===== src/rtl/tam_consts.vh =====
// Constants for the temperature alert and loop break monitor
`ifndef TAM_CONSTS_VH
`define TAM_CONSTS_VH

// APB byte addresses
`define TAM_ADDR_CMD 12'h000
`define TAM_ADDR_CFG 12'h004
`define TAM_ADDR_SETV 12'h008
`define TAM_ADDR_DBAND 12'h00c
`define TAM_ADDR_DELAY 12'h010
`define TAM_ADDR_MODES 12'h014
`define TAM_ADDR_ASV1 12'h018
`define TAM_ADDR_ASV2 12'h01c
`define TAM_ADDR_ASV3 12'h020
`define TAM_ADDR_ASV4 12'h024
`define TAM_ADDR_LBTIME 12'h028
`define TAM_ADDR_SPAN 12'h02c
`define TAM_ADDR_STATUS 12'h030
`define TAM_ADDR_WSP 12'h034
`define TAM_ADDR_PV 12'h038

// Command word bits
`define TAM_CMD_OPMODE 1

// Configuration bits
`define TAM_CFG_REVERSE 0
`define TAM_CFG_LIMITER 1
`define TAM_CFG_CASCADE 2
`define TAM_CFG_AUTOTUNE 3
`define TAM_CFG_HEATCOOL 4
`define TAM_CFG_INTTEMP 5
`define TAM_CFG_W 6
`define TAM_CFG_RST 6'h21

// Status word bits
`define TAM_ST_ALERT_LO 8
`define TAM_ST_LOOP 13

// Alert mode codes
`define TAM_M_NONE 4'h0
`define TAM_M_UPIN 4'h1
`define TAM_M_LOIN 4'h2
`define TAM_M_UPDEV 4'h3
`define TAM_M_LODEV 4'h4
`define TAM_M_ULDEV 4'h5
`define TAM_M_RANGE 4'h6
`define TAM_M_WAIT_LO 4'h7
`define TAM_M_WAIT_HI 4'hb
`define TAM_M_REWAIT_LO 4'hc
`define TAM_M_REWAIT_HI 4'he
`define TAM_M_WAIT_OFS 4'h6
`define TAM_M_REWAIT_OFS 4'h9

// Loop break judgment width: 2.0 degC in 0.1 degC units, or 0.2 % of span
`define TAM_LB_WIDTH_TEMP 20
`define TAM_LB_SPAN_NUM 2
`define TAM_LB_SPAN_DEN 1000

// Sampling divider default, in clock cycles
`define TAM_SAMPLE_DIV 1000

`endif


===== src/rtl/tam_monitor.v =====
// Top: APB registers, four alerts and loop disconnection detection
`timescale 1ns/100ps
`default_nettype none
`include "tam_consts.vh"
module tam_monitor #(
  parameter DW = 16,
  parameter CW = 8,
  parameter TW = 16,
  parameter SAMPLE_DIV = `TAM_SAMPLE_DIV
) (
  input wire clk_i,
  input wire rstn_i,
  input wire psel_i,
  input wire penable_i,
  input wire pwrite_i,
  input wire [11:0] paddr_i,
  input wire [31:0] pwdata_i,
  output wire [31:0] prdata_o,
  output wire pready_o,
  output wire pslverr_o,
  input wire signed [DW-1:0] process_value_i,
  input wire signed [DW-1:0] working_setpoint_i,
  input wire out_at_low_i,
  input wire out_at_high_i,
  output wire [3:0] alert_o,
  output wire loop_alert_o
);
  localparam [31:0] DIV_MAX = SAMPLE_DIV - 1;
  localparam [DW+1:0] LB_W_TEMP = `TAM_LB_WIDTH_TEMP;

  reg rst_s1_ff;
  reg rst_s2_ff;
  wire rst_n;

  reg [31:0] prdata_ff;
  reg pready_ff;
  reg pslverr_ff;

  reg op_mode_ff;
  reg op_rise_ff;
  reg [`TAM_CFG_W-1:0] cfg_ff;
  reg signed [DW-1:0] setv_ff;
  reg sv_change_ff;
  reg signed [DW-1:0] dband_ff;
  reg [CW-1:0] delay_ff;
  reg [15:0] modes_ff;
  reg signed [DW-1:0] asv_ff [0:3];
  reg [TW-1:0] lb_time_ff;
  reg [DW-1:0] span_ff;

  reg [31:0] div_ff;
  reg sample_ff;

  reg lb_active_ff;
  reg lb_low_ff;
  reg [TW-1:0] lb_cnt_ff;
  reg signed [DW+1:0] lb_ref_ff;
  reg loop_alert_ff;

  wire [3:0] alert_w;
  wire signed [DW+1:0] pv_x;
  wire signed [DW+1:0] dev_x;
  wire signed [DW+1:0] dband_x;
  wire rewait_ok;
  wire wr_en;
  wire setup;
  wire [31:0] status_word;
  wire [31:0] span_scaled;
  wire signed [DW+1:0] lb_width;
  wire lb_enable;
  wire lb_sat;
  wire expect_fall;
  wire lb_moved;
  reg [31:0] nxt_rdata;
  reg nxt_err;

  // Reset release through two flip-flops
  always @(posedge clk_i or negedge rstn_i) begin
    if (!rstn_i) begin
      rst_s1_ff <= 1'b0;
      rst_s2_ff <= 1'b0;
    end else begin
      rst_s1_ff <= 1'b1;
      rst_s2_ff <= rst_s1_ff;
    end
  end
  assign rst_n = rst_s2_ff;

  // Sampling cycle enable
  always @(posedge clk_i or negedge rst_n) begin
    if (!rst_n) begin
      div_ff <= 32'h0000_0000;
      sample_ff <= 1'b0;
    end else if (div_ff >= DIV_MAX) begin
      div_ff <= 32'h0000_0000;
      sample_ff <= 1'b1;
    end else begin
      div_ff <= div_ff + 32'h0000_0001;
      sample_ff <= 1'b0;
    end
  end

  // Deviation against the working set value monitor
  assign pv_x = {{2{process_value_i[DW-1]}}, process_value_i};
  assign dev_x = pv_x - {{2{working_setpoint_i[DW-1]}}, working_setpoint_i};
  assign dband_x = {{2{dband_ff[DW-1]}}, dband_ff};

  // Limiter set, alone or with cascade slave, disables re-wait
  assign rewait_ok = ~cfg_ff[`TAM_CFG_LIMITER];

  genvar gi;
  generate
    for (gi = 0; gi < 4; gi = gi + 1) begin : g_alert
      // Alert n takes mode field n and set value n
      tam_alert_unit #(
        .DW(DW),
        .CW(CW)
      ) u_alert (
        .clk_i(clk_i),
        .rst_n_i(rst_n),
        .sample_i(sample_ff),
        .op_mode_i(op_mode_ff),
        .op_rise_i(op_rise_ff),
        .sv_change_i(sv_change_ff),
        .rewait_ok_i(rewait_ok),
        .mode_i(modes_ff[gi*4 +: 4]),
        .pv_i(pv_x),
        .dev_i(dev_x),
        .asv_i({{2{asv_ff[gi][DW-1]}}, asv_ff[gi]}),
        .dband_i(dband_x),
        .delay_i(delay_ff),
        .alert_o(alert_w[gi])
      );
    end
  endgenerate

  assign alert_o = alert_w;

  // Loop disconnection judgment width
  assign span_scaled = ({{(32-DW){1'b0}}, span_ff} * `TAM_LB_SPAN_NUM) / `TAM_LB_SPAN_DEN;
  assign lb_width = cfg_ff[`TAM_CFG_INTTEMP] ? LB_W_TEMP : span_scaled[DW+1:0];

  assign lb_enable = op_mode_ff && (lb_time_ff != {TW{1'b0}})
    && !cfg_ff[`TAM_CFG_AUTOTUNE]
    && !cfg_ff[`TAM_CFG_HEATCOOL];
  assign lb_sat = out_at_low_i | out_at_high_i;

  // Reverse action expects a fall at minimum output
  assign expect_fall = cfg_ff[`TAM_CFG_REVERSE] ? lb_low_ff : ~lb_low_ff;
  assign lb_moved = expect_fall ? (lb_ref_ff - pv_x >= lb_width) : (pv_x - lb_ref_ff >= lb_width);

  always @(posedge clk_i or negedge rst_n) begin
    if (!rst_n) begin
      lb_active_ff <= 1'b0;
      lb_low_ff <= 1'b0;
      lb_cnt_ff <= {TW{1'b0}};
      lb_ref_ff <= {(DW+2){1'b0}};
      loop_alert_ff <= 1'b0;
    end else if (!lb_enable) begin
      lb_active_ff <= 1'b0;
      lb_cnt_ff <= {TW{1'b0}};
      loop_alert_ff <= 1'b0;
    end else if (sample_ff) begin
      if (!lb_sat) begin
        lb_active_ff <= 1'b0;
        lb_cnt_ff <= {TW{1'b0}};
        loop_alert_ff <= 1'b0;
      end else if (!lb_active_ff || lb_low_ff != out_at_low_i) begin
        // Monitoring starts at saturation with a fresh reference
        lb_active_ff <= 1'b1;
        lb_low_ff <= out_at_low_i;
        lb_ref_ff <= pv_x;
        lb_cnt_ff <= {{(TW-1){1'b0}}, 1'b1};
      end else if (lb_cnt_ff >= lb_time_ff) begin
        // One judgment per judgment time
        loop_alert_ff <= ~lb_moved;
        lb_ref_ff <= pv_x;
        lb_cnt_ff <= {{(TW-1){1'b0}}, 1'b1};
      end else begin
        lb_cnt_ff <= lb_cnt_ff + {{(TW-1){1'b0}}, 1'b1};
      end
    end
  end

  assign loop_alert_o = loop_alert_ff;

  assign status_word = {18'h00000, loop_alert_ff, 1'b0, alert_w, 8'h00};

  // APB: no wait states, write takes effect at the completing edge
  assign setup = psel_i & ~penable_i;
  assign wr_en = psel_i & penable_i & pready_ff & pwrite_i & ~pslverr_ff;

  always @* begin
    nxt_rdata = 32'h0000_0000;
    nxt_err = 1'b0;
    if (paddr_i == `TAM_ADDR_CMD) begin
      nxt_rdata[`TAM_CMD_OPMODE] = op_mode_ff;
    end else if (paddr_i == `TAM_ADDR_CFG) begin
      nxt_rdata[`TAM_CFG_W-1:0] = cfg_ff;
    end else if (paddr_i == `TAM_ADDR_SETV) begin
      nxt_rdata[DW-1:0] = setv_ff;
    end else if (paddr_i == `TAM_ADDR_DBAND) begin
      nxt_rdata[DW-1:0] = dband_ff;
    end else if (paddr_i == `TAM_ADDR_DELAY) begin
      nxt_rdata[CW-1:0] = delay_ff;
    end else if (paddr_i == `TAM_ADDR_MODES) begin
      nxt_rdata[15:0] = modes_ff;
    end else if (paddr_i == `TAM_ADDR_ASV1) begin
      nxt_rdata[DW-1:0] = asv_ff[0];
    end else if (paddr_i == `TAM_ADDR_ASV2) begin
      nxt_rdata[DW-1:0] = asv_ff[1];
    end else if (paddr_i == `TAM_ADDR_ASV3) begin
      nxt_rdata[DW-1:0] = asv_ff[2];
    end else if (paddr_i == `TAM_ADDR_ASV4) begin
      nxt_rdata[DW-1:0] = asv_ff[3];
    end else if (paddr_i == `TAM_ADDR_LBTIME) begin
      nxt_rdata[TW-1:0] = lb_time_ff;
    end else if (paddr_i == `TAM_ADDR_SPAN) begin
      nxt_rdata[DW-1:0] = span_ff;
    end else if (paddr_i == `TAM_ADDR_STATUS) begin
      nxt_rdata = status_word;
      nxt_err = pwrite_i;
    end else if (paddr_i == `TAM_ADDR_WSP) begin
      nxt_rdata[DW-1:0] = working_setpoint_i;
      nxt_err = pwrite_i;
    end else if (paddr_i == `TAM_ADDR_PV) begin
      nxt_rdata[DW-1:0] = process_value_i;
      nxt_err = pwrite_i;
    end else begin
      nxt_err = 1'b1;
    end
  end

  always @(posedge clk_i or negedge rst_n) begin
    if (!rst_n) begin
      prdata_ff <= 32'h0000_0000;
      pready_ff <= 1'b0;
      pslverr_ff <= 1'b0;
    end else if (setup) begin
      prdata_ff <= pwrite_i ? 32'h0000_0000 : nxt_rdata;
      pready_ff <= 1'b1;
      pslverr_ff <= nxt_err;
    end else begin
      pready_ff <= 1'b0;
      pslverr_ff <= 1'b0;
    end
  end

  assign prdata_o = prdata_ff;
  assign pready_o = pready_ff;
  assign pslverr_o = pslverr_ff;

  // Register writes and command edge detection
  always @(posedge clk_i or negedge rst_n) begin
    if (!rst_n) begin
      op_mode_ff <= 1'b0;
      op_rise_ff <= 1'b0;
      cfg_ff <= `TAM_CFG_RST;
      setv_ff <= {DW{1'b0}};
      sv_change_ff <= 1'b0;
      dband_ff <= {DW{1'b0}};
      delay_ff <= {CW{1'b0}};
      modes_ff <= 16'h0000;
      asv_ff[0] <= {DW{1'b0}};
      asv_ff[1] <= {DW{1'b0}};
      asv_ff[2] <= {DW{1'b0}};
      asv_ff[3] <= {DW{1'b0}};
      lb_time_ff <= {TW{1'b0}};
      span_ff <= {DW{1'b0}};
    end else begin
      op_rise_ff <= 1'b0;
      sv_change_ff <= 1'b0;
      if (wr_en) begin
        if (paddr_i == `TAM_ADDR_CMD) begin
          op_mode_ff <= pwdata_i[`TAM_CMD_OPMODE];
          // Setting to operation transition
          op_rise_ff <= pwdata_i[`TAM_CMD_OPMODE] & ~op_mode_ff;
        end else if (paddr_i == `TAM_ADDR_CFG) begin
          cfg_ff <= pwdata_i[`TAM_CFG_W-1:0];
        end else if (paddr_i == `TAM_ADDR_SETV) begin
          setv_ff <= pwdata_i[DW-1:0];
          sv_change_ff <= pwdata_i[DW-1:0] != setv_ff;
        end else if (paddr_i == `TAM_ADDR_DBAND) begin
          dband_ff <= pwdata_i[DW-1:0];
        end else if (paddr_i == `TAM_ADDR_DELAY) begin
          delay_ff <= pwdata_i[CW-1:0];
        end else if (paddr_i == `TAM_ADDR_MODES) begin
          modes_ff <= pwdata_i[15:0];
        end else if (paddr_i == `TAM_ADDR_ASV1) begin
          asv_ff[0] <= pwdata_i[DW-1:0];
        end else if (paddr_i == `TAM_ADDR_ASV2) begin
          asv_ff[1] <= pwdata_i[DW-1:0];
        end else if (paddr_i == `TAM_ADDR_ASV3) begin
          asv_ff[2] <= pwdata_i[DW-1:0];
        end else if (paddr_i == `TAM_ADDR_ASV4) begin
          asv_ff[3] <= pwdata_i[DW-1:0];
        end else if (paddr_i == `TAM_ADDR_LBTIME) begin
          lb_time_ff <= pwdata_i[TW-1:0];
        end else if (paddr_i == `TAM_ADDR_SPAN) begin
          span_ff <= pwdata_i[DW-1:0];
        end
      end
    end
  end
endmodule
`default_nettype wire


===== src/rtl/tam_alert_unit.v =====
// One alert evaluator: mode decode, hysteresis, delay count, wait and re-wait
`timescale 1ns/100ps
`default_nettype none
`include "tam_consts.vh"
module tam_alert_unit #(
  parameter DW = 16,
  parameter CW = 8
) (
  input wire clk_i,
  input wire rst_n_i,
  input wire sample_i,
  input wire op_mode_i,
  input wire op_rise_i,
  input wire sv_change_i,
  input wire rewait_ok_i,
  input wire [3:0] mode_i,
  input wire signed [DW+1:0] pv_i,
  input wire signed [DW+1:0] dev_i,
  input wire signed [DW+1:0] asv_i,
  input wire signed [DW+1:0] dband_i,
  input wire [CW-1:0] delay_i,
  output wire alert_o
);
  reg alert_ff;
  reg wait_ff;
  reg seen_ok_ff;
  reg [CW-1:0] cnt_ff;
  reg [3:0] base;
  reg is_wait;
  reg is_rewait;
  reg on_c;
  reg stay_c;
  wire cond;
  wire cnt_full;

  // Fold wait and re-wait codes onto their plain alert type
  always @* begin
    base = mode_i;
    is_wait = 1'b0;
    is_rewait = 1'b0;
    if (mode_i >= `TAM_M_WAIT_LO && mode_i <= `TAM_M_WAIT_HI) begin
      base = mode_i - `TAM_M_WAIT_OFS;
      is_wait = 1'b1;
    end else if (mode_i >= `TAM_M_REWAIT_LO && mode_i <= `TAM_M_REWAIT_HI) begin
      base = mode_i - `TAM_M_REWAIT_OFS;
      is_wait = 1'b1;
      is_rewait = 1'b1;
    end
  end

  // Entry condition and the widened hold condition of the dead band
  always @* begin
    on_c = 1'b0;
    stay_c = 1'b0;
    case (base)
      `TAM_M_UPIN: begin
        on_c = pv_i >= asv_i;
        stay_c = pv_i > asv_i - dband_i;
      end
      `TAM_M_LOIN: begin
        on_c = pv_i <= asv_i;
        stay_c = pv_i < asv_i + dband_i;
      end
      `TAM_M_UPDEV: begin
        on_c = dev_i >= asv_i;
        stay_c = dev_i > asv_i - dband_i;
      end
      `TAM_M_LODEV: begin
        on_c = dev_i <= asv_i;
        stay_c = dev_i < asv_i + dband_i;
      end
      `TAM_M_ULDEV: begin
        on_c = (dev_i >= asv_i) || (dev_i <= -asv_i);
        stay_c = (dev_i > asv_i - dband_i) || (dev_i < dband_i - asv_i);
      end
      `TAM_M_RANGE: begin
        on_c = (dev_i >= -asv_i) && (dev_i <= asv_i);
        stay_c = (dev_i > -asv_i - dband_i) && (dev_i < asv_i + dband_i);
      end
      default: begin
        on_c = 1'b0;
        stay_c = 1'b0;
      end
    endcase
  end

  // Dead band applies to every alert type
  assign cond = on_c | (alert_ff & stay_c);
  assign cnt_full = cnt_ff >= delay_i;

  always @(posedge clk_i or negedge rst_n_i) begin
    if (!rst_n_i) begin
      alert_ff <= 1'b0;
      wait_ff <= 1'b0;
      seen_ok_ff <= 1'b0;
      cnt_ff <= {CW{1'b0}};
    end else if (!op_mode_i || base == `TAM_M_NONE) begin
      alert_ff <= 1'b0;
      cnt_ff <= {CW{1'b0}};
      // A non-alert judgment once seen keeps the operation-start wait off for good
      wait_ff <= op_rise_i & is_wait & ~seen_ok_ff;
    end else begin
      if (op_rise_i && is_wait && !seen_ok_ff) begin
        wait_ff <= 1'b1;
      end else if (sv_change_i && is_rewait && rewait_ok_i) begin
        wait_ff <= 1'b1;
      end else if (sample_i && !cond) begin
        wait_ff <= 1'b0;
      end
      if (sample_i) begin
        if (!cond) begin
          seen_ok_ff <= 1'b1;
          cnt_ff <= {CW{1'b0}};
          alert_ff <= 1'b0;
        end else begin
          if (!cnt_full) begin
            cnt_ff <= cnt_ff + {{(CW-1){1'b0}}, 1'b1};
          end
          // More consecutive samples than the delay count
          alert_ff <= cnt_full & ~wait_ff;
        end
      end
    end
  end

  assign alert_o = alert_ff;
endmodule
`default_nettype wire


===== config.mk =====
export PLATFORM = sky130hd
export DESIGN_NAME = tam_monitor
export DESIGN_NICKNAME = d
export VERILOG_FILES = /design/src/rtl/tam_monitor.v /design/src/rtl/tam_alert_unit.v
export VERILOG_INCLUDE_DIRS = /design/src /design/src/rtl
export SDC_FILE = /design/constraint.sdc
export NUM_CORES = 2
export LEC_CHECK = 0
export ABC_AREA = 1
export BUFFER_PORTS_ARGS = -buffer_cell sky130_fd_sc_hd__buf_2
export CAP_MARGIN = 20
export CORE_MARGIN = 3
export CORE_UTILIZATION = 30
export DETAILED_ROUTE_END_ITERATION = 6
export GPL_ROUTABILITY_DRIVEN = 1
export SLEW_MARGIN = 15
export SYNTH_ARGS = -nofsm -noshare
export SYNTH_HDL_FRONTEND = slang
export SYNTH_SLANG_ARGS = --single-unit
export TNS_END_PERCENT = 30

===== constraint.sdc =====
create_clock -name clk_i -period 10.8 [get_ports clk_i]
set_input_delay 0 -clock clk_i [delete_from_list [all_inputs] [get_ports clk_i]]
set_output_delay 0 -clock clk_i [all_outputs]
set_load 0.01 [all_outputs]

-- Word-level counts from Yosys, hierarchy flattened
Index checks and enable logic that the tools add are counted.
- word-level logic and storage cells: 504
- input port bits: 83
- output and inout bits: 39
- register bits: 311
- div/mod/pow operators: 1
- bitwise operators: 60
- mux-type cells: 141
- $add $sub $neg: 37
- order comparisons: 72
- equality and inequality tests: 48
- reductions and logical operators: 103
- operators with widths (cell ; number):
    16-bit 2-to-1 mux ; 22
    16-bit by 16-bit subtractor with 17-bit output ; 9
    8-bit 2-to-1 mux ; 18
    17-bit less-than comparator ; 8
    18-bit by 16-bit subtractor with 18-bit output ; 5
    12-bit by 6-bit equality test with 1-bit output (second input constant) ; 7
    16-bit >= comparator ; 5
    1-bit 2-to-1 mux ; 77
    17-bit by 18-bit >= comparator with 1-bit output ; 4
    17-bit by 18-bit greater-than comparator with 1-bit output ; 4
    17-bit by 18-bit less-or-equal comparator with 1-bit output ; 4
    16-bit negation with 18-bit output ; 4
    16-bit by 16-bit adder with 17-bit output ; 4
    17-bit by 16-bit >= comparator with 1-bit output ; 4
    16-bit by 17-bit greater-than comparator with 1-bit output ; 4
    17-bit greater-than comparator ; 4
    17-bit by 16-bit less-or-equal comparator with 1-bit output ; 4
    16-bit by 17-bit less-than comparator with 1-bit output ; 4
    16-bit less-or-equal comparator ; 4
    32-bit 2-to-1 mux ; 2
    18-bit 2-to-1 mux ; 3
    12-bit by 5-bit equality test with 1-bit output (second input constant) ; 4
    4-bit by 3-bit equality test with 1-bit output (second input constant) ; 12
    1-bit one-hot mux with 6 select lines ; 8
    other kinds (49) ; 238

-- Longest topological paths before layout
- depth in word-level cells: 22
- depth in mapped cells: 51
- depth with buffers taken out: 51

-- Cells and area by module
A second synthesis with hierarchy kept.
- cells, all modules: 7374
- area, all modules: 49777.7 µm²
- by module, submodules not included (module ; cells an instance ; sequential area each (µm²) ; area each (µm²) ; times used):
    tam_alert_unit (g_alert[1].u_alert ...) ; 1352 ; 275.3 ; 8583.2 ; 3
    tam_monitor ; 1971 ; 6233.5 ; 15449.8 ; 1
    tam_alert_unit (g_alert[0].u_alert) ; 1347 ; 275.3 ; 8578.2 ; 1

-- Worst setup path after synthesis
No wires, ideal clock.
- path kind: register -> register
- start point: register dband_ff[1]
- end point: register g_alert[3].u_alert.cnt_ff[5]
- cell stages (with the launch flop): 40
- clock period less this slack: 6.333 ns
- data arrival time: 6.212 ns
- required time: 10.679 ns
- setup time: 0.121 ns
- path buffers: 0
- slack: 4.467 ns
- path through: dfrtp_1 > inv_1 > ha_1 > nand3_1 > and2_1 > inv_1 > a21oi_1 > o21bai_1 > a21oi_1 > o21bai_1 > a21oi_1 > o21bai_1 > a21oi_1 > o21bai_1 > a21oi_1 > o21bai_1 > nand2_1 > nand2_1 > [4 not listed] > ha_1 > nand2_1 > nor2_1 > a21o_1 > nor4_1 > o22ai_1 > o211ai_1 > nand3_1 > o31ai_1 > nand2_1 > nand2_1 > nor2_1 > nor2_1 > inv_1 > nor3_1 > nand3_1 > nand2_1 > nor2_1
- word-level cells in the longest chain between the ends: 9
- elaborated cells on any way between the ends: 20
- classes of those cells: add/sub: 4; order compare: 6; eq/ne: 1; mux: 4; bitwise: 2; reduce/logical: 3
- RTL lines (element ; line ; RTL):
    start, declared ; tam_monitor.v:44 ; reg signed [DW-1:0] dband_ff;
    start signal, assigned ; tam_monitor.v:261 ; dband_ff <= {DW{1'b0}};
    start signal, assigned ; tam_monitor.v:284 ; dband_ff <= pwdata_i[DW-1:0];
    18-bit by 16-bit subtractor with 18-bit output, or another cell as far along ; tam_alert_unit.v:78 ; stay_c = (dev_i > -asv_i - dband_i) && (dev_i < asv_i + dband_i);
    17-bit by 18-bit greater-than comparator with 1-bit output, or another cell as far along ; tam_alert_unit.v:78 ;
    1-bit logical AND / 1-bit logical OR (equally long branches) ; tam_alert_unit.v:78, tam_alert_unit.v:74 ;
    1-bit one-hot mux with 6 select lines * ; tam_alert_unit.v:55 ; case (base)
    1-bit AND * ; tam_alert_unit.v:88 ; assign cond = on_c | (alert_ff & stay_c);
    1-bit OR * ; tam_alert_unit.v:88 ;
    8-bit 2-to-1 mux ; tam_alert_unit.v:111 ; if (!cond) begin
    8-bit 2-to-1 mux ; tam_alert_unit.v:110 ; if (sample_i) begin
    8-bit 2-to-1 mux ; tam_alert_unit.v:97 ; end else if (!op_mode_i || base == `TAM_M_NONE) begin
    end signal, assigned ; tam_alert_unit.v:96 ; cnt_ff <= {CW{1'b0}};
    end signal, assigned ; tam_alert_unit.v:99 ; cnt_ff <= {CW{1'b0}};
    end signal, assigned ; tam_alert_unit.v:113 ; cnt_ff <= {CW{1'b0}};
    end, declared ; tam_alert_unit.v:27 ; reg [CW-1:0] cnt_ff;
Every way passes the cells marked *; elsewhere a longest branch is shown, timed or not. The select of a mux whose other input is x is not followed.
A chain may end at the register's enable or synchronous reset.

-- Worst setup path after layout
- start point: register asv_ff[1] in the netlist's numbering
- end point: register g_alert[3].u_alert.cnt_ff[5]
- word-level cells in the longest chain between the ends: 10
- elaborated cells on any way between the ends: 30
- classes of those cells: add/sub: 5; order compare: 12; eq/ne: 1; mux: 5; bitwise: 2; reduce/logical: 5
- RTL lines (element ; line ; RTL):
    start, declared ; tam_monitor.v:47 ; reg signed [DW-1:0] asv_ff [0:3];
    16-bit negation with 18-bit output ; tam_alert_unit.v:73, tam_alert_unit.v:77, tam_alert_unit.v:78 ;
    18-bit by 16-bit subtractor with 18-bit output ; tam_alert_unit.v:78 ;
    17-bit by 18-bit greater-than comparator with 1-bit output ; tam_alert_unit.v:78 ;
    1-bit logical AND ; tam_alert_unit.v:78 ;
    1-bit one-hot mux with 6 select lines ; tam_alert_unit.v:55 ;
    1-bit AND ; tam_alert_unit.v:88 ;
    1-bit OR * ; tam_alert_unit.v:88 ;
    8-bit 2-to-1 mux ; tam_alert_unit.v:111 ;
    8-bit 2-to-1 mux ; tam_alert_unit.v:110 ;
    8-bit 2-to-1 mux ; tam_alert_unit.v:97 ;
Marked as above.

==> run summary <==
The flow ran to the end, and the final reports show no timing, DRC or antenna violations. The switching share of power is 40.6%. The worst slew margin relative to its limit was 28.0%; the count of flip-flops with a built-in enable after synthesis was 0.

The count of clock tree sinks is 293, and the netlist area before placement is 45300 sq um. At the pin with the least slew margin, the transition time is 1.08 ns. Before antenna repair, the detailed router went through 6 iterations. The internal cell power was 2.34 mW; the chip width was 395 um.

The average wire length per cell after detail routing was 22.7 um. For the final count of pins violating max slew, the log shows 0. Once detail routing completed, the nets flagged for antenna violations numbered 0.

The design draws 3.94 mW. The logs give 42850 for the via count of the first global-routing pass and 35 for the total CTS buffers. In the synthesized netlist, the cells that appear most often are 1047 x sky130_fd_sc_hd__nand2_1, 1001 x sky130_fd_sc_hd__ha_1, 884 x sky130_fd_sc_hd__inv_1. Global routing finished with a remaining overflow of 0. The post-detailed-route DRC marker count was 0; the maximum level of the CTS H-tree was 2. Across all hold checks on the routed design, the worst slack comes to 0.0223 ns. Counting every instance in the synthesized netlist gives 6271. Number of hold-repair buffers added at the cts stage: 10. Synthesis inferred 293 register bits. The switching power total came out at 1.60 mW.

Post-DP HPWL: 146000 um. The number of port buffers is 89, and the timing-limited maximum frequency is 0.125 GHz. During I/O placement, the number of pins put on the boundary was 122.

The tools report the number of cell rows as 141. In this run, post-CTS repair resized a total of 0 instances. Of the cells placed in the final design, the portion with a size suffix greater than 1 is 4.95%. From synthesis to final layout, the design area changed by 10.2%. The largest single stage delay on the critical path is 0.64 ns.

The first global-routing pass estimated 279000 um of wire. The number of different library cells used by synthesis comes to 70. The tools report the number of antenna violations at the first check in global routing as 15. Clock share of power: 32.0%. The share of the Yosys chip area taken by registers is 16.2%.

The run gives 28.4% as the share of power burned in registers. At the end of the flow, the number of nets in the layout was 7481. The most instantiated library cell after synthesis was sky130_fd_sc_hd__nand2_1. TritonCTS built the clock tree.

In the finished design, the share of the clock period the worst path needs comes to 73.9%. The path category of the worst min-delay check is in2reg. The family with the most delay on the worst path is compound AO/OA/AOI/OAI gates. In this run, placement finished with an instance count of 8331.

The share of async-settable or async-resettable flops after synthesis is 100%, and the sum of negative setup slack is 0 ns. Clock tree synthesis selected as its root buffer the cell sky130_fd_sc_hd__clkbuf_16. Power spread over the standard cell area amounts to 78.9 nW/um^2. At the later pin of the worst-skew pair, clock insertion delay measures 0.59 ns. The detailed router finished its first iteration with 4244 violations. Data arrives at the worst endpoint at 8.42 ns. STA classifies the critical path startpoint as a flip-flop.

By area the synthesized netlist is led by sky130_fd_sc_hd__ha_1 28%, sky130_fd_sc_hd__dfrtp_1 16%, sky130_fd_sc_hd__nand2_1 8.7%. The number of cells in the finished layout apart from fillers came out at 8415. The top cell type's share of synthesized area works out to 27.6%. The worst-case IR drop observed on VDD is 80.2 uV. The placeable core region was 149000 sq um. Worst clock skew on the final layout: 0.0373 ns.

In this design, the critical path's most frequently occurring cell is sky130_fd_sc_hd__nor2_1. At the end of routability-driven placement, the weighted congestion stood at 0.988. Summed over all layers, the routed wires come to 191000 um. Setup repair after global routing left no endpoint under its margin. The count of maximum capacitance violations was 0. The largest area contributor in the netlist is sky130_fd_sc_hd__ha_1.

For the total vias in the final route, the log shows 45542. The vertical die dimension came out at 395 um. For the finished layout, the period the worst path requires is 7.98 ns. The count of synthesis-stage warnings from yosys was 0; the number of buffer and inverter instances along the worst setup path was 3. The logs give 30.4% for the initial standard-cell utilization of the core and 70 for the largest net degree at the start of global routing.

The combined global-route utilization of all metal layers came out at 23.6%. The logs give 0 for the final hold violation count and 25.0 nW for the standby leakage power. Averaged over all synthesized cells, the footprint is 7.23 sq um. The routed via count divided by cell count works out to 5.41.

For the worst setup path, the data required time is 11.24 ns. The worst setup path is captured at a flip-flop. The most used flip-flop cell after synthesis is sky130_fd_sc_hd__dfrtp_1. After clock tree synthesis, the clock-pin slew on the worst setup and hold paths is 0.07 ns. Category of the critical setup timing path: reg2reg.

The share of total power dissipated in combinational logic is 39.6%. The die covers 156000 sq um. The tools report the post-CTS repair timing setup buffer count as 0.

The maximum net fanout on the critical path is 8. The largest individual stage delay along the critical path comes from the cell sky130_fd_sc_hd__dfrtp_1. The run gives 0 as the setup violation total in the final timing report. Counting along the longest clock path gives a buffer depth of 3.
-- layer usage --
metal	track usage (%)	wire (um)	part of all wire [%]
met1	31.2	81300	43
met2	35.8	79900	42
met3	5.25	17800	9.3
met4	12.2	11600	6.1
met5	0	32	0.017
-- final cells by class --
type,instances,area [sq um]
diodes,9,22.5
flip-flops and latches,293,7340
clock inverters,18,184
well taps,2002,2500
clock buffers,45,973
repair buffers,177,1140
inverters,897,3370
multi-input cells,4974,34400
fillers,16055,99000
-- cells in the final DEF, fill, tap and decap left out, drive strengths merged, types with 8 or more instances in the layout --
cell type	Yosys	final
xnor2	38	38
nand4	86	86
nor3	120	120
dfrtp	291	291
a211oi	30	30
o21bai	105	105
a221oi	21	21
fa	19	19
o21ai	478	478
a21o	46	46
nand3	201	201
xor2	315	315
a21boi	16	16
dlygate4sd3	0	10
o311ai	13	13
a31oi	36	36
o211ai	72	72
diode	0	9
o21a	53	53
inv	895	899
nor2	409	409
o31ai	26	26
o221ai	33	33
a21oi	541	541
or2	8	8
nor4	36	36
and2	19	19
clkinv	2	13
nand2	1075	1075
buf	27	167
a22oi	9	9
conb	2	39
ha	1001	1001
clkbuf	117	45
o22ai	12	12
nor3b	14	14
o2111ai	51	51
-- through the flow --
stage | util (%) | worst slack (ns) | cell area [sq um]
final | 33.5 | 2.82 | 49900
after global routing | 33.5 | 2.28 | 49900
after CTS | 33.5 | 3.05 | 49900
after detailed placement | 32.6 | 2.50 | 48600
after global placement | 32.6 | 2.48 | 48600
after floorplan | - | 2.03 | 45500
-- kinds of logic after synthesis --
family                     after synthesis  synth area share (%)
and+or+nand+nor                       1983                  18.8
AOI/OAI and AO/OA                     1575                  20.8
buffers and inverters                 1041                  8.79
adders and majority gates             1020                  28.5
xor gates and xnor gates               353                  6.82
DFF                                    293                  16.2
muxes                                    4                0.0884
other                                    2                0.0166
-- worst paths after layout --
check                                          endpoint  slack, ns  cells past startpoint      start
setup / recovery           g_alert[3].u_alert.cnt_ff[5]       2.82                     38  asv_ff[1]
hold / removal                             prdata_o[12]       0.02                      6  penable_i
setup reg to reg           g_alert[3].u_alert.cnt_ff[5]       2.82                     38  asv_ff[1]
hold reg to reg                                   rst_n       0.35                      0  rst_s1_ff
max in group asynchronous                     asv_ff[4]       8.12                      2      rst_n
min in group asynchronous                     rst_s1_ff       0.28                      3     rstn_i
-- sequential cells by signal, summed over array words and instances, names as in the netlist, 6 cells and up --
| signal | cells |
|---|---|
| asv_ff | 64 |
| setv_ff | 16 |
| lb_ref_ff | 16 |
| prdata_o | 16 |
| div_ff | 32 |
| delay_ff | 8 |
| dband_ff | 16 |
| cfg_ff | 6 |
| g_alert.u_alert.cnt_ff | 32 |
| span_ff | 16 |
| lb_cnt_ff | 16 |
| lb_time_ff | 16 |
| modes_ff | 16 |
-- power by group through the flow --
stage | registers [mW] | clock network (mW) | logic [mW]
final | 1.12 | 1.26 | 1.56
after global routing | 1.12 | 1.32 | 1.75
after CTS | 1.12 | 1.28 | 1.53
after detailed placement | 1.14 | 0 | 1.52
after global placement | 1.14 | 0 | 1.47
after floorplan | 1.15 | 0 | 0.956
-- worst min-delay path, cell delays in order --
cell and delay (ns):
sky130_fd_sc_hd__buf_2 0.09, sky130_fd_sc_hd__inv_1 0.06, sky130_fd_sc_hd__nand2_1 0.05, sky130_fd_sc_hd__buf_4 0.21, sky130_fd_sc_hd__nand2_1 0.09, sky130_fd_sc_hd__o41ai_1 0.06
No activity file was read; power rests on OpenSTA's default activity.
